**src/sqdr_pkg.sv**
```systemverilog
// Package: register map, field layout and reset values for quad results
package sqdr_pkg;

  // ----------------------------------------------------------------------
  // Register map
  // ----------------------------------------------------------------------
  localparam logic [11:0] SQDR_OFS_QUAD0 = 12'h238; // First quad word
  localparam logic [11:0] SQDR_OFS_QUAD2 = 12'h240; // Quad 2 result
  localparam logic [11:0] SQDR_OFS_QUAD3 = 12'h244; // Quad 3 result

  // ----------------------------------------------------------------------
  // Field layout
  // ----------------------------------------------------------------------
  localparam int SQDR_EXP_LSB = 0;  // Expected byte
  localparam int SQDR_ACT_LSB = 8;  // Actual byte
  localparam int SQDR_CNT_LSB = 16; // Error counter
  localparam int SQDR_SEL_LSB = 24; // Lane select
  localparam int SQDR_SRC_BIT = 30; // Counter source flag

  // ----------------------------------------------------------------------
  // Reset values and limits
  // ----------------------------------------------------------------------
  localparam logic [7:0] SQDR_BYTE_RST = 8'h00; // Data bytes reset
  localparam logic [1:0] SQDR_SEL_RST  = 2'h0;  // Lane select reset
  localparam logic [7:0] SQDR_CNT_MAX  = 8'hFF; // Saturation point
  localparam int         SQDR_LANES    = 4;     // Lanes per quad

  // Checker mode of one lane slot
  typedef enum logic [1:0] {
    SQDR_MODE_OFF  = 2'b00,
    SQDR_MODE_USER = 2'b01,
    SQDR_MODE_PRBS = 2'b10
  } sqdr_mode_t;

endpackage

```
**src/sqdr_lane.sv**
```systemverilog
// File: per-lane capture of mismatch bytes and saturating error count
`timescale 1ns/1ps
module sqdr_lane
  import sqdr_pkg::*;
(
  // Clock and reset
  input  wire logic       sys_clk,
  input  wire logic       rstn,
  // Checker enables for the lane's quad
  input  wire logic       user_pattern_check,
  input  wire logic       prbs_en,
  // Checker events
  input  wire logic       err_pulse,
  input  wire logic [7:0] exp_data,
  input  wire logic [7:0] act_data,
  // Results
  output logic      [7:0] exp_q,
  output logic      [7:0] act_q,
  output logic      [7:0] cnt_q
);

  logic [7:0] exp_d; // Next expected byte
  logic [7:0] act_d; // Next actual byte
  logic [7:0] cnt_d; // Next count

  // ----------------------------------------------------------------------
  // Next-state logic
  // ----------------------------------------------------------------------
  // Counter clears when no checker runs; saturates rather than wraps
  always_comb begin
    exp_d = exp_q;
    act_d = act_q;
    cnt_d = cnt_q;
    if (!user_pattern_check && !prbs_en) begin
      cnt_d = SQDR_BYTE_RST;
    end else if (err_pulse && cnt_q != SQDR_CNT_MAX) begin
      cnt_d = cnt_q + 8'h01;
    end
    // Bytes are only meaningful for user pattern mismatches
    if (user_pattern_check && err_pulse) begin
      exp_d = exp_data;
      act_d = act_data;
    end
  end

  // Registers
  always_ff @(posedge sys_clk or negedge rstn) begin
    if (!rstn) begin
      exp_q <= SQDR_BYTE_RST;
      act_q <= SQDR_BYTE_RST;
      cnt_q <= SQDR_BYTE_RST;
    end else begin
      exp_q <= exp_d;
      act_q <= act_d;
      cnt_q <= cnt_d;
    end
  end
endmodule

```
**src/sqdr_top.sv**
```systemverilog
// File: quad 2 and quad 3 lane diagnostic result registers
`timescale 1ns/1ps
module sqdr_top
  import sqdr_pkg::*;
(
  // Clock and reset
  input  wire logic        sys_clk,
  input  wire logic        rstn,
  // Register access port (configuration, management or virtual interface)
  input  wire logic [11:0] reg_addr,
  input  wire logic        reg_wr,
  input  wire logic        reg_rd,
  input  wire logic [31:0] reg_wdata,
  output logic      [31:0] reg_rdata_q,
  output logic             reg_ack_q,
  // Serial EEPROM / I2C preload of the lane select fields
  input  wire logic        eeprom_load,
  input  wire logic [11:0] eeprom_addr,
  input  wire logic [31:0] eeprom_data,
  // Checker enables from the physical layer test register
  input  wire logic        q2_user_en,
  input  wire logic        q2_prbs_en,
  input  wire logic        q3_user_en,
  input  wire logic        q3_prbs_en,
  // Per-lane checker events, lane index = quad lane 0..3
  input  wire logic [3:0]  q2_err,
  input  wire logic [31:0] q2_exp,
  input  wire logic [31:0] q2_act,
  input  wire logic [3:0]  q3_err,
  input  wire logic [31:0] q3_exp,
  input  wire logic [31:0] q3_act,
  // Lane select fields, for observation
  output logic      [1:0]  q2_sel_q,
  output logic      [1:0]  q3_sel_q
);

  logic [1:0]  q2_sel_d;    // Next quad 2 select
  logic [1:0]  q3_sel_d;    // Next quad 3 select
  logic [31:0] rdata_d;     // Next read data
  logic        ack_d;       // Next acknowledge
  logic [7:0]  q2_exp_r [SQDR_LANES]; // Quad 2 lane expected bytes
  logic [7:0]  q2_act_r [SQDR_LANES]; // Quad 2 lane actual bytes
  logic [7:0]  q2_cnt_r [SQDR_LANES]; // Quad 2 lane counters
  logic [7:0]  q3_exp_r [SQDR_LANES]; // Quad 3 lane expected bytes
  logic [7:0]  q3_act_r [SQDR_LANES]; // Quad 3 lane actual bytes
  logic [7:0]  q3_cnt_r [SQDR_LANES]; // Quad 3 lane counters

  // ----------------------------------------------------------------------
  // Lane slots; slot n is station lane base+n of the quad
  // ----------------------------------------------------------------------
  for (genvar i = 0; i < SQDR_LANES; i++) begin : g_lane
    sqdr_lane u_q2 (
      .sys_clk            (sys_clk),
      .rstn               (rstn),
      .user_pattern_check (q2_user_en),
      .prbs_en            (q2_prbs_en),
      .err_pulse          (q2_err[i]),
      .exp_data           (q2_exp[8*i +: 8]),
      .act_data           (q2_act[8*i +: 8]),
      .exp_q              (q2_exp_r[i]),
      .act_q              (q2_act_r[i]),
      .cnt_q              (q2_cnt_r[i])
    );
    sqdr_lane u_q3 (
      .sys_clk            (sys_clk),
      .rstn               (rstn),
      .user_pattern_check (q3_user_en),
      .prbs_en            (q3_prbs_en),
      .err_pulse          (q3_err[i]),
      .exp_data           (q3_exp[8*i +: 8]),
      .act_data           (q3_act[8*i +: 8]),
      .exp_q              (q3_exp_r[i]),
      .act_q              (q3_act_r[i]),
      .cnt_q              (q3_cnt_r[i])
    );
  end

  // ----------------------------------------------------------------------
  // Read word assembly
  // ----------------------------------------------------------------------
  // Source flag is 1 only when PRBS runs without the user pattern checker
  function automatic logic [31:0] pack_word(
    input logic [7:0] e,
    input logic [7:0] a,
    input logic [7:0] c,
    input logic [1:0] s,
    input logic       prbs_src
  );
    logic [31:0] w;
    w = 32'h0000_0000;
    w[SQDR_EXP_LSB +: 8] = e;
    w[SQDR_ACT_LSB +: 8] = a;
    w[SQDR_CNT_LSB +: 8] = c;
    w[SQDR_SEL_LSB +: 2] = s;
    w[SQDR_SRC_BIT]      = prbs_src;
    return w;
  endfunction

  // ----------------------------------------------------------------------
  // Select fields and access port
  // ----------------------------------------------------------------------
  // EEPROM preload takes priority so a boot image wins over a racing write
  always_comb begin
    q2_sel_d = q2_sel_q;
    q3_sel_d = q3_sel_q;
    rdata_d  = 32'h0000_0000;
    ack_d    = reg_wr | reg_rd;
    if (eeprom_load && eeprom_addr == SQDR_OFS_QUAD2) begin
      q2_sel_d = eeprom_data[SQDR_SEL_LSB +: 2];
    end else if (reg_wr && reg_addr == SQDR_OFS_QUAD2) begin
      q2_sel_d = reg_wdata[SQDR_SEL_LSB +: 2];
    end
    if (eeprom_load && eeprom_addr == SQDR_OFS_QUAD3) begin
      q3_sel_d = eeprom_data[SQDR_SEL_LSB +: 2];
    end else if (reg_wr && reg_addr == SQDR_OFS_QUAD3) begin
      q3_sel_d = reg_wdata[SQDR_SEL_LSB +: 2];
    end
    // Reads return the lane chosen now, quads 0/1 and others read zero
    if (reg_rd) begin
      case (reg_addr)
        SQDR_OFS_QUAD2: begin
          rdata_d = pack_word(q2_exp_r[q2_sel_q], q2_act_r[q2_sel_q],
                              q2_cnt_r[q2_sel_q], q2_sel_q,
                              q2_prbs_en & ~q2_user_en);
        end
        SQDR_OFS_QUAD3: begin
          rdata_d = pack_word(q3_exp_r[q3_sel_q], q3_act_r[q3_sel_q],
                              q3_cnt_r[q3_sel_q], q3_sel_q,
                              q3_prbs_en & ~q3_user_en);
        end
        default: begin
          rdata_d = 32'h0000_0000;
        end
      endcase
    end
  end

  // Registers
  always_ff @(posedge sys_clk or negedge rstn) begin
    if (!rstn) begin
      q2_sel_q    <= SQDR_SEL_RST;
      q3_sel_q    <= SQDR_SEL_RST;
      reg_rdata_q <= 32'h0000_0000;
      reg_ack_q   <= 1'b0;
    end else begin
      q2_sel_q    <= q2_sel_d;
      q3_sel_q    <= q3_sel_d;
      reg_rdata_q <= rdata_d;
      reg_ack_q   <= ack_d;
    end
  end
endmodule

```
**config.mk**
```make
export PLATFORM = sky130hd
export DESIGN_NAME = sqdr_top
export DESIGN_NICKNAME = d
export VERILOG_FILES = /design/src/sqdr_pkg.sv /design/src/sqdr_lane.sv /design/src/sqdr_top.sv
export SDC_FILE = /design/constraint.sdc
export NUM_CORES = 1
export LEC_CHECK = 0
export ABC_AREA = 1
export BUFFER_PORTS_ARGS = -buffer_cell sky130_fd_sc_hd__buf_2
export CORE_MARGIN = 2
export CORE_UTILIZATION = 55
export DETAILED_ROUTE_END_ITERATION = 8
export GPL_ROUTABILITY_DRIVEN = 0
export PLACE_DENSITY = 0.79
export SLEW_MARGIN = 5
export SYNTH_ARGS = -nofsm -noshare
export SYNTH_HDL_FRONTEND = slang
export SYNTH_SLANG_ARGS = --single-unit
export TNS_END_PERCENT = 10
```
**constraint.sdc**
```tcl
create_clock -name sys_clk -period 1.5 [get_ports sys_clk]
set_input_delay 0 -clock sys_clk [delete_from_list [all_inputs] [get_ports sys_clk]]
set_output_delay 0 -clock sys_clk [all_outputs]
set_load 0.02 [all_outputs]
```
==> qor.yml <==
status: "finished, final reports clean"
p_sw_mw: 4.370
power_frac_comb_pct: 16.3
clock_tree_from_tritoncts: "yes"
first_global_vias: 12013
cpLargestDelayFamily: "simple AND/OR/NAND/NOR gates"
critPathBufInv: 1
count_of_h_tree_levels_built_during_cts: 1
floorplan.initialDensity_pct: 56.31
most-common-layout-cells: "396 x nand2_1, 243 x nor2_1, 222 x dfrtp_1, 203 x buf_2, 192 x nand3_1"
drtPass1Iterations: 5
timing.clock.skew_ns: 0.01392
detail_route.wl_per_cell_um: 16.50
area.sequential_um2: 5608
clock_insertion_delay_worst_skew_ns: 0.53
floorplan.rows: 53
worstRegToRegCells: 7
clock-sinks: 224
grt_overflow: 0
number_of_remaining_drc_errors: 0
final.setup.worst_slack_ns: 0.07681
initial_antenna_violation_count: 2
ant_nets: 0
final_core_utilization_pct: 75.10
tightest_slew_ns: 0.8032
ir_drop_v: 0.0006872
drtIter0Drc: 981
worstReg2RegStart: "q2_sel_q[0]"
via_per_inst: 5.370
max-clock-path-buffers: 3
critPathMaxStageDelay_ns: 0.41
clock_pin_slew_on_the_worst_setup_and_hold_paths_ns: 0.06
synth-seq-cells: 224
avgSynthCellArea_um2: 7.473
min_path_cells: 7
mostFrequentLayoutCell: "nand2_1"
cts-buffers-inserted: 25
synthesis.yosys.warnings: 0
cp.arrival_ns: 1.85
cell_breakdown_of_the_critical_path: "buf_12, nor2_1, nor2_1, nand2_1, nand2_1, nand3_1, a21oi_1"
synth.lib_cells_used.distinct: 42
core_area_um2: 21150
port-buffer-count: 204
clk_root_buffer_cell: "clkbuf_16"
timing.slew.headroom_pct: 46.12
reg2reg_to: "reg_rdata_q[0]"
grt_start_max_net_pins: 54
share_seq_of_total_power_pct: 44.1
layout-area-overhead-vs-synth_pct: 33.37
timing.final.crit_share_pct: 94.88
number_of_enable_flip_flop_cells_after_synthesis: 0
timing.critical_path.depth: 7
hold_viol_final: 0
final_max_slew_violation_count: 0
synth.yosys.seq_area_share_pct: 47.06
grt_use_total_pct: 32.01
power_report.internal_total_mw: 11.49
worst_setup_path_start_kind: "flop"
die_h_um: 151.2
final_nets: 2197
design.portCount: 270
die_width_um: 151.2
powerDensity_nw_per_um2: 998.2
final_period_minus_worst_setup_slack_ns: 1.423
min-delay-start: "eeprom_addr[3]"
floorplan.die_area_um2: 22850
num_vias: 12093
holdCritPathClass: "in2reg"
grt_pass1_wl_mm: 57.94
max-cap-violations: 0
ys_dominant_reg_cell: "dfrtp_1"
drt_wl_total_mm: 37.16
hold_end: "q3_sel_q[0]"
clock.fmax_mhz: 702.6
critical-path-slowest-cell: "dfrtp_2"
grt_setup_unrepaired: "yes"
multiInputGateArea_um2: 5270
p_leak_nw: 8.171
critical_path_fanout_max: 45
clock_power_share_pct: 39.6
hpwl_mm: 22.38
netlist_area_um2: 11910
netSwitchingFraction_pct: 27.56
fillerInstances: 1504
synthesis.instances: 1594
setup_violations: 0
place_worst_setup_slack_ns: 0.08306
endpoint_kind: "flop"
layout-drive-gt1-share_pct: 17.87
cp_data_required_time_ns: 1.92
timing_worst_setup_path_type: "reg2reg"
asyncSetResetFlopFracSynth_pct: 100.0
regToRegSetupSlack_ns: 0.08
state kept, by name (all words and copies together), names as in the netlist:
| name | cells |
|---|---|
| g_lane.u_q2.act_q | 32 |
| g_lane.u_q2.cnt_q | 32 |
| g_lane.u_q2.exp_q | 32 |
| g_lane.u_q3.act_q | 32 |
| g_lane.u_q3.cnt_q | 32 |
| g_lane.u_q3.exp_q | 32 |
| q2_sel_q | 2 |
| q3_sel_q | 2 |
| reg_ack_q | 1 |
| reg_rdata_q | 27 |
synthesized netlist by cell type, types with 3 or more instances:
library cell | count | area (um^2)
a21oi_1 | 130 | 650.6
buf_2 | 40 | 200.2
buf_4 | 9 | 67.56
buf_6 | 4 | 45.04
clkbuf_1 | 19 | 71.32
dfrtp_1 | 224 | 5605
ha_1 | 8 | 100.1
inv_1 | 180 | 675.7
inv_2 | 6 | 22.52
mux2_1 | 12 | 135.1
mux2_2 | 20 | 225.2
nand2_1 | 399 | 1498
nand2_2 | 13 | 81.33
nand3_1 | 192 | 960.9
nand3b_1 | 5 | 37.54
nand4_1 | 6 | 37.54
nor2_1 | 246 | 923.4
nor2_2 | 4 | 25.02
nor2_4 | 3 | 33.78
nor3_1 | 6 | 30.03
o21a_1 | 3 | 22.52
o21ai_0 | 24 | 120.1
o21ai_1 | 3 | 15.01
xnor2_1 | 4 | 35.03
xor2_1 | 17 | 148.9
layout make-up:
type / instances / share of cell area [%]
Antenna cell: 2 / 0.03150
Clock buffer: 35 / 4.552
Clock inverter: 11 / 0.7167
Inverter: 187 / 4.418
Multi-Input combinational cell: 1114 / 33.17
Sequential cell: 224 / 35.30
Tap cell: 275 / 2.166
Timing Repair Buffer: 404 / 19.64
through the flow:
stage / hold slack (ns) / std cells / TNS (ns) / cell area (um^2) / total power [mW]
after floorplan: -0.2956 / 1598 / 0 / 11930 / 8.331
after CTS: 0.004743 / 2248 / 0 / 15810 / 15.75
final: 0.01696 / 2252 / 0 / 15890 / 15.86
after detailed placement: -0.08668 / 2045 / 0 / 13400 / 9.213
after global routing: 0.04138 / 2252 / -0.1159 / 15890 / 16.50
after global placement: -0.08836 / 2045 / 0 / 13400 / 9.110
layer usage:
| layer | vias to the layer above | track usage (%) | part of all wire [%] |
|---|---|---|---|
| li1 | 5735 | - | - |
| met1 | 5693 | 41.13 | 41 |
| met2 | 554 | 54.30 | 49 |
| met3 | 111 | 4.578 | 6.5 |
| met4 | 0 | 13.83 | 3.9 |
| met5 | - | 0 | 0 |
power groups by stage:
stage / clock [mW] / combinational, mW / sequential (mW)
finish: 6.28 / 2.58 / 7.00
global route: 6.57 / 2.87 / 7.06
CTS: 6.31 / 2.47 / 6.97
detailed placement: 0 / 2.14 / 7.08
global placement: 0 / 2.07 / 7.04
floorplan: 0 / 1.33 / 7.00
worst register-to-register path, delay by kind of cell (launching register included):
family          cells  cell delay, ns
compound gates      1            0.18
buf+inv             1            0.22
flops               1            0.41
simple gates        5            0.51
worst max-delay path by stage:
stage | endpoint | slack [ns] | start
global route | g_lane[2].u_q2.cnt_q[4] | -0.06 | g_lane[2].u_q2.cnt_q[1]
CTS | reg_rdata_q[30] | 0.02 | reg_addr[3]
floorplan | reg_rdata_q[20] | 0.13 | q3_sel_q[1]
global placement | g_lane[0].u_q3.cnt_q[1] | 0.13 | g_lane[0].u_q3.cnt_q[1]
detailed placement | g_lane[1].u_q2.cnt_q[1] | 0.08 | g_lane[1].u_q2.cnt_q[0]
finish | reg_rdata_q[0] | 0.08 | q2_sel_q[0]
what timing repair did:
action,4_1_cts,5_1_grt
setup buffers,0,1
resized for setup,0,17
hold endpoints to repair,420,0
hold buffers,157,0
endpoints found under the setup margin,0,45
logic make-up (layout without fill, tap and decap cells):
group | Yosys count | in the layout | share of synthesized area (%)
xor+xnor | 21 | 21 | 1.544
buf+inv | 260 | 637 | 9.149
fa+ha+maj | 8 | 8 | 0.8404
flops | 224 | 224 | 47.06
mux | 32 | 32 | 3.025
simple gates | 881 | 881 | 31.13
other cells | 1 | 7 | 0.03148
compound gates | 167 | 167 | 7.217
No activity file was read; power rests on OpenSTA's default activity.
